[src/rwbc_pkg.sv]
// Package for the reset, wait and backup controller: widths, timing,
// state codes and the display carrier.
// Assumes a 100 MHz reference clock and one system reset input.
//
// Functional notes
// [RULE1] While waiting, the program holds its address until a key line is active, the backup sense pin changes or the half-second flag is set.
// [RULE2] When any release condition occurs, waiting ends and the next address executes.
// [RULE3] A wait issued while a release condition is present acts as a no-operation.
// [RULE4] System reset is entered when the active-low reset pin is low or at power-on.
// [RULE5] After system reset a ten millisecond stand-by runs, then execution starts at address zero.
// [RULE6] During reset and the following stand-by all display commons and segments are driven low.
// [RULE7] System reset places both bidirectional port groups in input mode.
// [RULE8] System reset leaves output and internal port latches unchanged.
// [RULE9] A clock stop with the backup sense pin low halts the clock generator and the CPU while keeping memory.
// [RULE10] In backup mode all display and output port pins are forced low without program action.
// [RULE11] In backup mode each output port keeps its latched value while its pins are low.
// [RULE12] Backup holds the clock stop address; a high backup sense pin ends it and after a ten millisecond stand-by the next address runs.
// [RULE13] A clock stop with the backup sense pin high acts as a no-operation.
// [RULE14] The crystal clock feeds both the clock generator and the reference frequency divider.
// [RULE15] While the backup sense pin is low, the reference divider is held in reset with its output low.
// [RULE16] The stand-by interval is counted in divided clock ticks from a counter cleared at each stand-by start.
package rwbc_pkg;

    // Clock and timing
    localparam int CLK_PERIOD_NS    = 10;
    localparam int TICK_TIME_NS     = 1000;
    localparam int TICK_CYC         =
        (TICK_TIME_NS + CLK_PERIOD_NS - 1) / CLK_PERIOD_NS;
    localparam int STANDBY_TIME_MS  = 10;
    localparam int STANDBY_TICKS_DEF =
        (STANDBY_TIME_MS * 1000000 + TICK_TIME_NS - 1) / TICK_TIME_NS;
    localparam int REF_HALF_TIME_NS = 500000;
    localparam int REF_HALF_TICKS   = REF_HALF_TIME_NS / TICK_TIME_NS;

    // Widths
    localparam int KEY_W  = 4;
    localparam int COM_W  = 2;
    localparam int SEG_W  = 27;
    localparam int OUT_W  = 8;
    localparam int IO_W   = 6;
    localparam int CNT_W  = 24;
    localparam int PRE_W  = 8;
    localparam int REF_W  = 16;
    localparam int PIN_W  = KEY_W + 2;

    // Positions in the synchronised pin vector
    localparam int PIN_RST_POS = PIN_W - 1;
    localparam int PIN_INH_POS = PIN_W - 2;

    // Reset values
    localparam logic [PIN_W-1:0] PIN_RST_VAL  = 6'h20;
    localparam logic [IO_W-1:0]  DIR_INPUT    = 6'h00;
    localparam logic [OUT_W-1:0] OUT_LOW      = 8'h00;
    localparam logic [CNT_W-1:0] CNT_ZERO     = 24'h000000;
    localparam logic [PRE_W-1:0] PRE_ZERO     = 8'h00;
    localparam logic [REF_W-1:0] REF_ZERO     = 16'h0000;

    // Operating states, one-hot
    typedef enum logic [4:0] {
        ST_RESET   = 5'h01,
        ST_STANDBY = 5'h02,
        ST_RUN     = 5'h04,
        ST_WAIT    = 5'h08,
        ST_BACKUP  = 5'h10
    } rwbc_state_e;

    // Display drive group
    typedef struct packed {
        logic [COM_W-1:0] com;
        logic [SEG_W-1:0] seg;
    } rwbc_disp_s;

    localparam rwbc_disp_s DISP_LOW = '{com: 2'h0, seg: 27'h0000000};

endpackage

[src/rwbc_clkgen.sv]
// Clock generator tick and reference frequency divider.
// Assumes the crystal-rate clock and a synchronised backup sense level.
`timescale 1ns/100ps
module rwbc_clkgen
    import rwbc_pkg::*;
(
    input  wire logic clk_i,
    input  wire logic rst_i,
    input  wire logic run_i,
    input  wire logic ref_en_i,
    output logic      tick_o,
    output logic      ref_o
);

    logic [PRE_W-1:0] pre_reg;
    logic [PRE_W-1:0] pre_next;
    logic [PRE_W-1:0] rpre_reg;
    logic [PRE_W-1:0] rpre_next;
    logic [REF_W-1:0] rcnt_reg;
    logic [REF_W-1:0] rcnt_next;
    logic             ref_reg;
    logic             ref_next;
    logic             rtick;

    // Both dividers run from the same crystal clock
    always_comb begin
        pre_next  = pre_reg;
        rpre_next = rpre_reg;
        rcnt_next = rcnt_reg;
        ref_next  = ref_reg;
        tick_o    = 1'b0;
        rtick     = 1'b0;
        if (!run_i) begin
            pre_next = PRE_ZERO; // [RULE9]
        end else if (pre_reg == PRE_W'(TICK_CYC - 1)) begin
            pre_next = PRE_ZERO; // [RULE14]
            tick_o   = 1'b1;
        end else begin
            pre_next = pre_reg + 1'b1;
        end
        if (!ref_en_i) begin
            rpre_next = PRE_ZERO; // [RULE15]
            rcnt_next = REF_ZERO;
            ref_next  = 1'b0;
        end else begin
            if (rpre_reg == PRE_W'(TICK_CYC - 1)) begin
                rpre_next = PRE_ZERO; // [RULE14]
                rtick     = 1'b1;
            end else begin
                rpre_next = rpre_reg + 1'b1;
            end
            if (rtick) begin
                if (rcnt_reg == REF_W'(REF_HALF_TICKS - 1)) begin
                    rcnt_next = REF_ZERO;
                    ref_next  = ~ref_reg;
                end else begin
                    rcnt_next = rcnt_reg + 1'b1;
                end
            end
        end
    end

    // Divider registers
    always_ff @(posedge clk_i or posedge rst_i) begin
        if (rst_i) begin
            pre_reg  <= PRE_ZERO;
            rpre_reg <= PRE_ZERO;
            rcnt_reg <= REF_ZERO;
            ref_reg  <= 1'b0;
        end else begin
            pre_reg  <= pre_next;
            rpre_reg <= rpre_next;
            rcnt_reg <= rcnt_next;
            ref_reg  <= ref_next;
        end
    end

    assign ref_o = ref_reg;
endmodule

[src/rwbc_ctrl.sv]
// Reset, wait and backup controller for a 4-bit tuning controller core.
// Assumes a CPU sequencer on the same clock issuing one-cycle wait and
// clock-stop strobes, and external reset, backup sense and key pins.
`timescale 1ns/100ps
module rwbc_ctrl
    import rwbc_pkg::*;
#(
    parameter int STANDBY_TICKS = STANDBY_TICKS_DEF
)
(
    input  wire logic             REF_CLK_I,
    input  wire logic             RST_I,
    input  wire logic             RESET_N_PIN_I,
    input  wire logic             BACKUP_SENSE_PIN_I,
    input  wire logic [KEY_W-1:0] KEY_INPUT_LINES_I,
    input  wire logic             HALF_SECOND_TICK_FLAG_I,
    input  wire logic             WAIT_OP_I,
    input  wire logic             CLOCK_STOP_OP_I,
    input  wire logic             OUT_WR_I,
    input  wire logic [OUT_W-1:0] OUT_DATA_I,
    input  wire logic             DIR_WR_I,
    input  wire logic [IO_W-1:0]  DIR_DATA_I,
    input  wire rwbc_disp_s       DISP_I,
    output logic                  CPU_HOLD_O,
    output logic                  NEXT_ADDR_O,
    output logic                  ADDR_ZERO_O,
    output logic                  BACKUP_O,
    output logic                  CLK_GEN_RUN_O,
    output logic                  CPU_TICK_O,
    output logic                  REF_OUT_O,
    output logic [OUT_W-1:0]      OUT_PINS_O,
    output logic [IO_W-1:0]       IO_DIR_O,
    output rwbc_disp_s            DISP_O
);

    // Majority settle of stages two, three and the current value: a bit moves once stages two and three agree
    function automatic logic [PIN_W-1:0] settle(
        input logic [PIN_W-1:0] s2,
        input logic [PIN_W-1:0] s3,
        input logic [PIN_W-1:0] cur
    );
        settle = (s2 & s3) | (cur & (s2 | s3));
    endfunction

    logic [PIN_W-1:0] s1_reg;
    logic [PIN_W-1:0] s2_reg;
    logic [PIN_W-1:0] s3_reg;
    logic [PIN_W-1:0] stb_reg;
    logic [PIN_W-1:0] stb_next;
    logic             inh_prev_reg;
    logic             rst_pin_low;
    logic             inh_level;
    logic             inh_change;
    logic             key_active;
    logic             release_any;

    rwbc_state_e      state_reg;
    rwbc_state_e      state_next;
    logic [CNT_W-1:0] cnt_reg;
    logic [CNT_W-1:0] cnt_next;
    logic             from_reset_reg;
    logic             from_reset_next;
    logic             next_addr_reg;
    logic             next_addr_next;
    logic             addr_zero_reg;
    logic             addr_zero_next;
    logic [IO_W-1:0]  dir_reg;
    logic [IO_W-1:0]  dir_next;
    logic [OUT_W-1:0] out_latch_reg;
    logic [OUT_W-1:0] out_latch_next;
    logic [OUT_W-1:0] pins_reg;
    logic [OUT_W-1:0] pins_next;
    rwbc_disp_s       disp_reg;
    rwbc_disp_s       disp_next;
    logic             clk_run;
    logic             tick;
    logic             standby_done;

    // Three-stage synchroniser on all external pins
    always_ff @(posedge REF_CLK_I or posedge RST_I) begin
        if (RST_I) begin
            s1_reg       <= PIN_RST_VAL;
            s2_reg       <= PIN_RST_VAL;
            s3_reg       <= PIN_RST_VAL;
            stb_reg      <= PIN_RST_VAL;
            inh_prev_reg <= 1'b0;
        end else begin
            s1_reg       <= {RESET_N_PIN_I, BACKUP_SENSE_PIN_I,
                             KEY_INPUT_LINES_I};
            s2_reg       <= s1_reg;
            s3_reg       <= s2_reg;
            stb_reg      <= stb_next;
            inh_prev_reg <= stb_reg[PIN_INH_POS];
        end
    end

    // Settled pin levels and wait release terms
    always_comb begin
        stb_next    = settle(s2_reg, s3_reg, stb_reg);
        rst_pin_low = !stb_reg[PIN_RST_POS];
        inh_level   = stb_reg[PIN_INH_POS];
        inh_change  = inh_level ^ inh_prev_reg;
        key_active  = |stb_reg[KEY_W-1:0];
        release_any = key_active || inh_change
                      || HALF_SECOND_TICK_FLAG_I; // [RULE1]
    end

    // Clock generator and reference divider share the crystal clock
    rwbc_clkgen u_clkgen (
        .clk_i    (REF_CLK_I),
        .rst_i    (RST_I),
        .run_i    (clk_run && (state_reg != ST_RESET)), // [RULE16]
        .ref_en_i (inh_level),
        .tick_o   (tick),
        .ref_o    (REF_OUT_O)
    );

    assign clk_run      = (state_reg != ST_BACKUP); // [RULE9]
    assign standby_done = tick && (cnt_reg == CNT_W'(STANDBY_TICKS - 1));

    // Operating state sequence
    always_comb begin
        state_next      = state_reg;
        cnt_next        = cnt_reg;
        from_reset_next = from_reset_reg;
        next_addr_next  = 1'b0;
        addr_zero_next  = 1'b0;
        case (state_reg)
            ST_RESET: begin
                cnt_next        = CNT_ZERO; // [RULE16]
                from_reset_next = 1'b1;
                if (!rst_pin_low) begin
                    state_next = ST_STANDBY;
                end
            end
            ST_STANDBY: begin
                if (standby_done) begin
                    state_next = ST_RUN;
                    if (from_reset_reg) begin
                        addr_zero_next = 1'b1; // [RULE5]
                    end else begin
                        next_addr_next = 1'b1; // [RULE12]
                    end
                end else if (tick) begin
                    cnt_next = cnt_reg + 1'b1; // [RULE16]
                end
            end
            ST_RUN: begin
                if (WAIT_OP_I) begin
                    if (release_any) begin
                        next_addr_next = 1'b1; // [RULE3]
                    end else begin
                        state_next = ST_WAIT; // [RULE1]
                    end
                end else if (CLOCK_STOP_OP_I) begin
                    if (inh_level) begin
                        next_addr_next = 1'b1; // [RULE13]
                    end else begin
                        state_next = ST_BACKUP; // [RULE9]
                    end
                end
            end
            ST_WAIT: begin
                if (release_any) begin
                    state_next     = ST_RUN; // [RULE2]
                    next_addr_next = 1'b1;
                end
            end
            ST_BACKUP: begin
                cnt_next        = CNT_ZERO; // [RULE16]
                from_reset_next = 1'b0;
                if (inh_level) begin
                    state_next = ST_STANDBY; // [RULE12]
                end
            end
            default: begin
                state_next = ST_RESET;
            end
        endcase
        if (rst_pin_low) begin
            state_next     = ST_RESET; // [RULE4]
            next_addr_next = 1'b0;
            addr_zero_next = 1'b0;
        end
    end

    // State registers; power-on reset enters system reset
    always_ff @(posedge REF_CLK_I or posedge RST_I) begin
        if (RST_I) begin
            state_reg      <= ST_RESET; // [RULE4]
            cnt_reg        <= CNT_ZERO;
            from_reset_reg <= 1'b1;
            next_addr_reg  <= 1'b0;
            addr_zero_reg  <= 1'b0;
        end else begin
            state_reg      <= state_next;
            cnt_reg        <= cnt_next;
            from_reset_reg <= from_reset_next;
            next_addr_reg  <= next_addr_next;
            addr_zero_reg  <= addr_zero_next;
        end
    end

    // Port direction, output latch and pin drive
    always_comb begin
        dir_next       = dir_reg;
        out_latch_next = out_latch_reg;
        if (state_reg == ST_RESET) begin
            dir_next = DIR_INPUT; // [RULE7]
        end else if (DIR_WR_I && state_reg == ST_RUN) begin
            dir_next = DIR_DATA_I;
        end
        // Latch is never cleared by reset and frozen in backup
        if (OUT_WR_I && state_reg == ST_RUN) begin
            out_latch_next = OUT_DATA_I; // [RULE8]
        end
        if (state_reg == ST_BACKUP) begin
            pins_next = OUT_LOW; // [RULE10]
        end else begin
            pins_next = out_latch_reg; // [RULE11]
        end
        if (state_reg == ST_RUN || state_reg == ST_WAIT) begin
            disp_next = DISP_I;
        end else begin
            disp_next = DISP_LOW; // [RULE6]
        end
    end

    // Output port latch holds across system reset
    always_ff @(posedge REF_CLK_I) begin
        out_latch_reg <= out_latch_next; // [RULE8]
    end

    // Driven pin and direction registers
    always_ff @(posedge REF_CLK_I or posedge RST_I) begin
        if (RST_I) begin
            dir_reg  <= DIR_INPUT; // [RULE7]
            pins_reg <= OUT_LOW;
            disp_reg <= DISP_LOW;
        end else begin
            dir_reg  <= dir_next;
            pins_reg <= pins_next;
            disp_reg <= disp_next;
        end
    end

    // Outputs toward the sequencer and the pins
    assign CPU_HOLD_O    = (state_reg != ST_RUN);
    assign NEXT_ADDR_O   = next_addr_reg;
    assign ADDR_ZERO_O   = addr_zero_reg;
    assign BACKUP_O      = (state_reg == ST_BACKUP);
    assign CLK_GEN_RUN_O = clk_run;
    assign CPU_TICK_O    = tick;
    assign OUT_PINS_O    = pins_reg;
    assign IO_DIR_O      = dir_reg;
    assign DISP_O        = disp_reg;
endmodule

[config.mk]
export PLATFORM = sky130hd
export DESIGN_NAME = rwbc_ctrl
export DESIGN_NICKNAME = d
export VERILOG_FILES = /design/src/rwbc_pkg.sv /design/src/rwbc_clkgen.sv /design/src/rwbc_ctrl.sv
export SDC_FILE = /design/constraint.sdc
export NUM_CORES = 1
export LEC_CHECK = 0
export BUFFER_PORTS_ARGS = -buffer_cell sky130_fd_sc_hd__buf_2
export CAP_MARGIN = 30
export CORE_ASPECT_RATIO = 0.9
export CORE_MARGIN = 4
export CORE_UTILIZATION = 55
export DETAILED_ROUTE_END_ITERATION = 8
export PLACE_DENSITY = 0.78
export SYNTH_ARGS = -nofsm -noshare
export SYNTH_HDL_FRONTEND = slang
export SYNTH_SLANG_ARGS = --single-unit
[constraint.sdc]
create_clock -name REF_CLK_I -period 5.4 [get_ports REF_CLK_I]
set_clock_uncertainty 0.05 [all_clocks]
set_input_delay 0.27 -clock REF_CLK_I [delete_from_list [all_inputs] [get_ports REF_CLK_I]]
set_output_delay 0.27 -clock REF_CLK_I [all_outputs]
set_load 0.01 [all_outputs]
==> impl_metrics.prom, run 1 <==
# TYPE chip_impl_metric gauge
chip_impl_metric{name="num-fill-cells",unit=""} 666
chip_impl_metric{name="dr_wl_met3",unit="um"} 795
chip_impl_metric{name="cts_post_setup_buffers_inserted",unit=""} 0
chip_impl_metric{name="multiInputGateArea",unit="um2"} 2200
chip_impl_metric{name="cts-buffers-inserted",unit=""} 17
chip_impl_metric{name="vdd_ir_max",unit="V"} 0.000244
chip_impl_metric{name="gp_routability_congestion",unit=""} 0.837
chip_impl_metric{name="clock_insertion_delay_worst_skew",unit="ns"} 0.42
chip_impl_metric{name="route.final.wire_length",unit="um"} 13600
chip_impl_info{name="cts_root_buffer",value="sky130_fd_sc_hd__clkbuf_16"} 1
chip_impl_metric{name="synth_sequential_area_ratio",unit="%"} 60.7
chip_impl_info{name="maxUsedRoutingLayer",value="met4"} 1
chip_impl_metric{name="part_of_the_cycle_the_worst_path_needs",unit="%"} 53.2
chip_impl_metric{name="rows",unit=""} 35
chip_impl_info{name="setup.worst_path.start",value="u_clkgen.pre_reg[0]$_DFF_PP0_"} 1
chip_impl_metric{name="io_buffers",unit=""} 105
chip_impl_metric{name="synthesis.nets",unit=""} 592
chip_impl_info{name="critPathLaunchType",value="register"} 1
chip_impl_metric{name="syn-mean-instance-area",unit="um2"} 11.1
chip_impl_metric{name="synth-edff-count",unit=""} 8
chip_impl_metric{name="hold_slack",unit="ns"} -0.0122
chip_impl_metric{name="critPathArrivalTime",unit="ns"} 3.17
chip_impl_metric{name="leakagePower",unit="nW"} 3.36
chip_impl_metric{name="detail_route.first_pass.iterations",unit=""} 6
chip_impl_metric{name="detail_route.vias_per_cell",unit=""} 5.80
chip_impl_metric{name="async_flop_share",unit="%"} 94.3
chip_impl_metric{name="global_route.overflow_total",unit=""} 0
chip_impl_metric{name="dr_wl_met2",unit="um"} 6960
chip_impl_metric{name="grt_first_pass_wirelength",unit="um"} 22400
chip_impl_metric{name="power_per_unit_of_standard_cell_area",unit="nW/um2"} 342
chip_impl_metric{name="drt-initial-drc-count",unit=""} 479
chip_impl_info{name="rsz0062_at_grt",value="false"} 1
chip_impl_metric{name="critPathRequiredTime",unit="ns"} 5.70
chip_impl_metric{name="relSlewSlack",unit="%"} 40.3
chip_impl_metric{name="critical_path.max_fanout",unit=""} 15
chip_impl_metric{name="largest_reg_flops",unit=""} 29
chip_impl_metric{name="numClockSinks",unit=""} 141
chip_impl_metric{name="finish.net_count",unit=""} 732
chip_impl_metric{name="drt-met1-wl",unit="um"} 5610
chip_impl_info{name="outcome",value="finished, violations left"} 1
chip_impl_metric{name="placeableCoreArea",unit="um2"} 10300
chip_impl_info{name="worstSetupPathType",value="reg -> reg"} 1
chip_impl_metric{name="timing.max_cap.violations",unit=""} 0
chip_impl_metric{name="die_x",unit="um"} 117
chip_impl_metric{name="max_slew.worst_pin.slew",unit="ns"} 0.896
chip_impl_metric{name="via_count",unit=""} 4721
chip_impl_metric{name="number_of_remaining_drc_errors",unit=""} 0
chip_impl_metric{name="setup-tns-final",unit="ns"} 0
chip_impl_info{name="type_of_the_tightest_min_delay_check",value="in -> async"} 1
chip_impl_metric{name="diodes",unit=""} 0
chip_impl_metric{name="finalSetupViolCount",unit=""} 0
chip_impl_metric{name="rr_worst_depth",unit=""} 6
chip_impl_metric{name="ios",unit=""} 106
chip_impl_metric{name="hpwl",unit="um"} 8550
chip_impl_metric{name="grt.total_usage",unit="%"} 23.0
chip_impl_metric{name="design.die.area",unit="um2"} 12400
chip_impl_metric{name="finish.cell_count_without_fillers",unit=""} 814
chip_impl_metric{name="maxSlewViolCount",unit=""} 0
chip_impl_metric{name="area_growth_syn_to_layout",unit="%"} 26.4
chip_impl_metric{name="cts_htree_levels",unit=""} 4
chip_impl_metric{name="dieHeight",unit="um"} 106
chip_impl_info{name="worst_r2r_startpoint",value="u_clkgen.pre_reg[0]$_DFF_PP0_"} 1
chip_impl_metric{name="synth.lib_cells_used.distinct",unit=""} 47
chip_impl_info{name="timing.rr.end",value="cnt_reg[18]$_DFFE_PP0P_"} 1
chip_impl_metric{name="ant_nets",unit=""} 0
chip_impl_metric{name="setup.reg_to_reg.worst_slack",unit="ns"} 2.53
chip_impl_metric{name="start_util",unit="%"} 57.0
chip_impl_metric{name="grt_antenna_before_repair",unit=""} 0
chip_impl_info{name="worstSetupEndpointType",value="register"} 1
chip_impl_metric{name="grt_max_degree",unit=""} 77
chip_impl_metric{name="final_layout_size_suffix_gt1_share",unit="%"} 22.0
chip_impl_metric{name="timing.final.crit_period",unit="ns"} 2.87
chip_impl_metric{name="clk_path_buf_depth",unit=""} 2
chip_impl_metric{name="vias_in_the_first_global_route",unit=""} 4637
chip_impl_metric{name="sequential_cell_area",unit="um2"} 3580
chip_impl_metric{name="clk_transition_reported_paths",unit="ns"} 0.06
chip_impl_info{name="failed_checks",value="hold timing"} 1
chip_impl_info{name="dominantRegCellSynth",value="sky130_fd_sc_hd__dfrtp_1"} 1
chip_impl_metric{name="dp_cells",unit=""} 747
chip_impl_info{name="tritoncts",value="done"} 1
chip_impl_metric{name="mappedNetlistArea",unit="um2"} 5890
chip_impl_metric{name="synth_cells",unit=""} 532
chip_impl_metric{name="hold_violations",unit=""} 21
chip_impl_metric{name="max_clock_freq",unit="MHz"} 348
chip_impl_metric{name="postSynthRegisterBits",unit=""} 141
chip_impl_metric{name="yosys_warnings",unit=""} 0
chip_impl_metric{name="wl_per_cell",unit="um"} 16.7
chip_impl_info{name="crit_path_end",value="cnt_reg[18]$_DFFE_PP0P_"} 1
==> power breakdown <==
part           internal (mW)  leakage [nW]  switching (mW)
registers               1.11          1.84          0.0437
clock network          0.631         0.277           0.493
logic                 0.0965          1.25           0.168
==> area by class of cell <==
cell class / instances / share of cell area, %
repair buffers: 142 / 12.0
clock buffers: 18 / 6.06
clock inverters: 14 / 1.70
inverters: 9 / 0.488
well taps: 129 / 2.17
flip-flops and latches: 141 / 48.1
multi-input cells: 361 / 29.5
==> metal layers <==
metal / GRT usage, % / up-vias
li1: - / 2216
met1: 30.0 / 2302
met2: 37.7 / 180
met3: 6.03 / 23
met4: 7.21 / 0
met5: 0 / -
==> cells in the mapped netlist, drive strengths merged (4+ instances only) <==
library cell / count / area (um2)
a21oi: 30 / 150
a32o: 6 / 60.1
and2: 40 / 250
and3: 12 / 75.1
and4: 7 / 61.3
clkbuf: 20 / 75.1
dfrtp: 127 / 3180
dfstp: 6 / 158
edfxtp: 8 / 240
ha: 4 / 50.1
inv: 8 / 30.0
maj3: 6 / 60.1
nand2: 35 / 131
nand3: 35 / 175
nand3b: 6 / 45.0
nand4: 12 / 75.1
nor2: 39 / 146
nor3: 6 / 30.0
nor4: 18 / 119
o211ai: 5 / 37.5
o21ai: 22 / 110
o31ai: 7 / 52.6
or3: 14 / 87.6
or4: 9 / 75.1
xnor2: 10 / 87.6
xor2: 9 / 78.8
==> worst max-delay path, cell delays in order, from the launching register on <==
cell	delay (ns)
sky130_fd_sc_hd__dfrtp_1	0.38
sky130_fd_sc_hd__ha_1	0.24
sky130_fd_sc_hd__nand4b_1	0.15
sky130_fd_sc_hd__or4_4	0.52
sky130_fd_sc_hd__or4_1	0.77
sky130_fd_sc_hd__or4_1	0.54
sky130_fd_sc_hd__a21oi_1	0.15
==> through the flow <==
step	utilization, %	worst slack, ns	power (mW)	hold WS (ns)	cell area (um2)
2_1_floorplan	-	1.54	1.32	0.224	5890
3_3_place_gp	63.0	2.64	1.40	0.283	6510
3_5_place_dp	63.0	2.55	1.41	0.285	6510
4_1_cts	72.0	2.54	2.55	0.000249	7440
5_1_grt	72.0	2.39	2.64	0.00218	7440
6_report	72.0	2.53	2.54	-0.0122	7440
==> cells by family after synthesis <==
| group | after synthesis | synth area share, % |
|---|---|---|
| AND/OR/NAND/NOR | 241 | 22.6 |
| flip-flops | 141 | 60.7 |
| AO/OA/AOI/OAI | 88 | 9.37 |
| buffers and inverters | 30 | 2.04 |
| XOR/XNOR | 19 | 2.83 |
| adder cells (fa/ha/maj) | 10 | 1.87 |
| multiplexers | 3 | 0.510 |
==> worst min-delay path by stage <==
stage	to	depth (start not counted)
after floorplan	s1_reg[5]$_DFF_PP1_	0
after global placement	s2_reg[2]$_DFF_PP0_	0
after detailed placement	s2_reg[1]$_DFF_PP0_	0
after CTS	DISP_O[23]$_DFF_PP0_	2
after global routing	DISP_O[23]$_DFF_PP0_	2
final	DISP_O[22]$_DFF_PP0_	2
==> layout by cell type (no fill, tap or decap), drive strengths merged, types with 4 or more instances in the layout <==
cell type    instances
o31ai                7
ha                   4
maj3                 6
nand3b               6
nand3               35
and4                 7
o211ai               5
or3                 14
dfstp                6
nand2               35
inv                 15
xor2                 9
a32o                 6
clkinv               5
and3                12
and2                40
nand4               12
buf                107
a21oi               30
or4                  9
edfxtp               8
clkbuf              18
nor2                39
dfrtp              127
dlygate4sd3         35
nor4                18
xnor2               10
o21ai               22
nor3                 6
==> timing repair <==
item / in CTS / in global routing
endpoints found under the hold margin: 35 / 0
hold buffers: 35 / 0
setup endpoints to repair: 0 / 0
resized for setup: 0 / 0
(Power assumes the default switching activity.)
==> run 2: changes to the inputs <==
ABC_AREA = 1   (was unset)
CORE_UTILIZATION = 56   (was 55)
PLACE_DENSITY = 0.79   (was 0.78)
clock period = 2.9 ns   (was 5.4 ns; I/O delays follow)
==> impl_metrics.prom, run 2 <==
# TYPE chip_impl_metric gauge
chip_impl_info{name="netlist.top_cell.by_area",value="sky130_fd_sc_hd__dfrtp_1"} 1
chip_impl_metric{name="max_clock_freq",unit="MHz"} 433
chip_impl_metric{name="clock_insertion_delay_worst_skew",unit="ns"} 0.42
chip_impl_metric{name="grt.total_usage",unit="%"} 29.9
chip_impl_metric{name="detail_route.first_pass.iterations",unit=""} 8
chip_impl_metric{name="die_x",unit="um"} 120
chip_impl_metric{name="vdd_ir_max",unit="V"} 0.000529
chip_impl_metric{name="post_synth_fa_ha_maj_area_fraction",unit="%"} 1.76
chip_impl_info{name="crit_path_cell_trace",value="nor2_2, nand3_1, clkinv_1, nand3_1, dlygate4sd3_1, nand2_1"} 1
chip_impl_metric{name="swShare",unit="%"} 28.7
chip_impl_metric{name="timing.max_cap.violations",unit=""} 0
chip_impl_info{name="cpMaxStageDelayCell",value="sky130_fd_sc_hd__dlygate4sd3_1"} 1
chip_impl_metric{name="synth-edff-count",unit=""} 8
chip_impl_info{name="synth_common_cells",value="137 x sky130_fd_sc_hd__nand2_1, 127 x sky130_fd_sc_hd__dfrtp_1, 119 x sky130_fd_sc_hd__nor2_1"} 1
chip_impl_metric{name="hold_violations",unit=""} 0
chip_impl_metric{name="hpwl",unit="um"} 10400
chip_impl_metric{name="critical_path.max_fanout",unit=""} 10
chip_impl_metric{name="critical-path-max-stage-delay",unit="ns"} 0.60
chip_impl_metric{name="area_growth_syn_to_layout",unit="%"} 29.3
chip_impl_metric{name="start_util",unit="%"} 57.5
chip_impl_metric{name="power.share.clock",unit="%"} 43.0
chip_impl_metric{name="wl_per_cell",unit="um"} 17.3
chip_impl_metric{name="largest_reg_flops",unit=""} 29
chip_impl_metric{name="dp_cells",unit=""} 963
chip_impl_info{name="worstSetupEndpointType",value="register"} 1
chip_impl_metric{name="postCtsResizedCells",unit=""} 0
chip_impl_metric{name="maxSlewViolCount",unit=""} 0
chip_impl_metric{name="final_core_utilization",unit="%"} 74.3
chip_impl_metric{name="ios",unit=""} 106
chip_impl_metric{name="combinationalPowerShare",unit="%"} 13.5
chip_impl_metric{name="placeableCoreArea",unit="um2"} 10900
chip_impl_metric{name="ant_nets",unit=""} 0
chip_impl_metric{name="route.final.wire_length",unit="um"} 18200
chip_impl_info{name="cts_root_buffer",value="sky130_fd_sc_hd__clkbuf_16"} 1
chip_impl_info{name="post-synth-top-count-cell",value="sky130_fd_sc_hd__nand2_1"} 1
chip_impl_metric{name="synthesis.nets",unit=""} 775
chip_impl_info{name="type_of_the_tightest_min_delay_check",value="in -> reg"} 1
chip_impl_metric{name="num-fill-cells",unit=""} 690
chip_impl_metric{name="critPathRequiredTime",unit="ns"} 3.16
chip_impl_metric{name="grt_max_degree",unit=""} 50
chip_impl_metric{name="clk_path_buf_depth",unit=""} 2
chip_impl_metric{name="finalSetupViolCount",unit=""} 0
chip_impl_metric{name="clk_transition_reported_paths",unit="ns"} 0.06
chip_impl_info{name="worst_path_dominant_cell_family",value="buffers and inverters"} 1
chip_impl_metric{name="synth.lib_cells_used.distinct",unit=""} 40
chip_impl_metric{name="stdcell_area",unit="um2"} 8100
chip_impl_metric{name="part_of_the_cycle_the_worst_path_needs",unit="%"} 79.7
chip_impl_metric{name="mappedNetlistArea",unit="um2"} 6270
chip_impl_metric{name="io_buffers",unit=""} 105
chip_impl_info{name="mostFrequentLayoutCells",value="137 x sky130_fd_sc_hd__nand2_1, 127 x sky130_fd_sc_hd__dfrtp_1, 119 x sky130_fd_sc_hd__nor2_1"} 1
chip_impl_info{name="tritoncts",value="done"} 1
chip_impl_metric{name="power_frac_seq",unit="%"} 43.4
chip_impl_metric{name="async_flop_share",unit="%"} 94.3
chip_impl_metric{name="synth.area.mux_share",unit="%"} 0
chip_impl_metric{name="critical_path.n_buffers_inverters",unit=""} 2
chip_impl_metric{name="finish.net_count",unit=""} 946
chip_impl_metric{name="critPathArrivalTime",unit="ns"} 2.57
chip_impl_metric{name="power_per_unit_of_standard_cell_area",unit="nW/um2"} 607
chip_impl_metric{name="grt_first_pass_wirelength",unit="um"} 29900
chip_impl_metric{name="drt-initial-drc-count",unit=""} 704
chip_impl_info{name="critPathLaunchType",value="register"} 1
chip_impl_info{name="dominantRegCellSynth",value="sky130_fd_sc_hd__dfrtp_1"} 1
chip_impl_metric{name="via_count",unit=""} 5736
chip_impl_metric{name="vias_in_the_first_global_route",unit=""} 5901
chip_impl_metric{name="yosys.area_share.simple",unit="%"} 26.9
chip_impl_info{name="synth_top_family_by_area",value="simple AND/OR/NAND/NOR gates"} 1
chip_impl_metric{name="sequential_cell_area",unit="um2"} 3580
chip_impl_info{name="worstSetupPathType",value="reg -> reg"} 1
chip_impl_metric{name="setup.reg_to_reg.worst_slack",unit="ns"} 0.59
chip_impl_metric{name="grt_antenna_before_repair",unit=""} 0
chip_impl_metric{name="multiInputGateArea",unit="um2"} 2210
chip_impl_metric{name="holdBufCountCts",unit=""} 56
chip_impl_metric{name="rows",unit=""} 36
chip_impl_metric{name="yosys_warnings",unit=""} 0
chip_impl_metric{name="dieHeight",unit="um"} 108
chip_impl_metric{name="max_slew.worst_pin.slew",unit="ns"} 0.882
chip_impl_metric{name="finish.cell_count_without_fillers",unit=""} 1051
chip_impl_metric{name="relSlewSlack",unit="%"} 41.1
chip_impl_info{name="outcome",value="complete, no violations"} 1
chip_impl_info{name="crit_path_frequent_cell",value="sky130_fd_sc_hd__nand3_1"} 1
chip_impl_metric{name="diodes",unit=""} 0
chip_impl_metric{name="synth_compound_gate_area_share",unit="%"} 4.53
chip_impl_metric{name="design.die.area",unit="um2"} 12900
chip_impl_metric{name="syn-mean-instance-area",unit="um2"} 8.76
chip_impl_metric{name="synth_sequential_area_ratio",unit="%"} 57.1
chip_impl_metric{name="leakagePower",unit="nW"} 4.12
chip_impl_metric{name="cts-buffers-inserted",unit=""} 17
chip_impl_info{name="rsz0062_at_grt",value="false"} 1
chip_impl_metric{name="netSwitchingPower",unit="mW"} 1.41
chip_impl_metric{name="synth_xor_xnor_area_share",unit="%"} 2.10
chip_impl_metric{name="setup-tns-final",unit="ns"} 0
chip_impl_metric{name="global_route.overflow_total",unit=""} 0
chip_impl_metric{name="synth_cells",unit=""} 715
chip_impl_metric{name="final_layout_size_suffix_gt1_share",unit="%"} 19.0
chip_impl_metric{name="timing.final.crit_period",unit="ns"} 2.31
chip_impl_metric{name="gp_routability_congestion",unit=""} 0.936
chip_impl_metric{name="detailed_place.area",unit="um2"} 6970
chip_impl_metric{name="power_internal",unit="mW"} 3.51
chip_impl_metric{name="cts_htree_levels",unit=""} 4
chip_impl_metric{name="cts_post_setup_buffers_inserted",unit=""} 0
chip_impl_metric{name="netlist.area_leader.share",unit="%"} 50.7
chip_impl_metric{name="detail_route.vias_per_cell",unit=""} 5.46
chip_impl_metric{name="number_of_remaining_drc_errors",unit=""} 0
chip_impl_info{name="netlist_top_cells_area",value="sky130_fd_sc_hd__dfrtp_1 51%, sky130_fd_sc_hd__nand2_1 8.2%, sky130_fd_sc_hd__nor2_1 7.1%"} 1
chip_impl_info{name="layout_commonest_cell",value="sky130_fd_sc_hd__nand2_1"} 1
chip_impl_metric{name="postSynthRegisterBits",unit=""} 141
chip_impl_metric{name="numClockSinks",unit=""} 141
==> run 2: changes by cell type after synthesis, sizes merged, moves of 18 or more <==
cell / change
inv: +102
nor2: +88
and2: -39
clkbuf: -18
nand2: +106
nor4: -18
nand3: +25
==> run 2: power groups by stage <==
stage | sequential [mW] | clock, mW | combinational, mW
after floorplan | 2.16 | 0 | 0.438
after global placement | 2.16 | 0 | 0.566
after detailed placement | 2.16 | 0 | 0.586
after CTS | 2.13 | 2.13 | 0.644
after global routing | 2.14 | 2.24 | 0.740
final | 2.14 | 2.12 | 0.665
==> run 2: cell type report <==
type / count / area share, %
clock inverters: 11 / 1.36
multi-input cells: 451 / 27.3
flip-flops and latches: 141 / 44.1
repair buffers: 164 / 14.0
inverters: 111 / 5.22
clock buffers: 21 / 5.68
well taps: 152 / 2.35
==> run 2: logic make-up (layout without fill, tap and decap cells) <==
family	after synthesis	after routing
AOI/OAI and AO/OA	52	52
xor gates and xnor gates	15	15
adders and majority gates	10	10
buffers and inverters	123	307
DFF	141	141
and+or+nand+nor	374	374
==> run 2: stage by stage <==
stage | power [mW] | hold slack, ns | setup slack, ns
finish | 4.92 | 0.0361 | 0.588
global route | 5.12 | 0.0272 | 0.373
CTS | 4.90 | 0.0159 | 0.686
detailed placement | 2.75 | 0.209 | 0.714
global placement | 2.72 | 0.207 | 0.782
floorplan | 2.59 | 0.0995 | 1.06
==> run 2: per-layer routing <==
layer / up-vias / GRT usage (%) / wire [um]
met2: 346 / 48.8 / 8510
met5: - / 0 / 0
li1: 2606 / - / -
met1: 2715 / 36.7 / 7110
met4: 0 / 13.9 / 768
met3: 69 / 9.41 / 1760
==> run 2: tightest hold or removal path: cells and delay by family <==
kind,cells,cell delay (ns)
buf+inv,1,0.14
simple gates,2,0.17
==> run 2: final timing paths <==
path	depth (start not counted)	startpoint	endpoint
setup / recovery	6	state_reg[0]$_DFFE_PP1P_	IO_DIR_O[1]$_DFFE_PP0P_
hold / removal	3	DIR_WR_I	IO_DIR_O[2]$_DFFE_PP0P_
setup reg to reg	6	state_reg[0]$_DFFE_PP1P_	IO_DIR_O[1]$_DFFE_PP0P_
hold reg to reg	0	s1_reg[2]$_DFF_PP0_	s2_reg[2]$_DFF_PP0_
max in group asynchronous	4	RST_I	u_clkgen.pre_reg[5]$_DFF_PP0_
min in group asynchronous	3	RST_I	DISP_O[12]$_DFF_PP0_
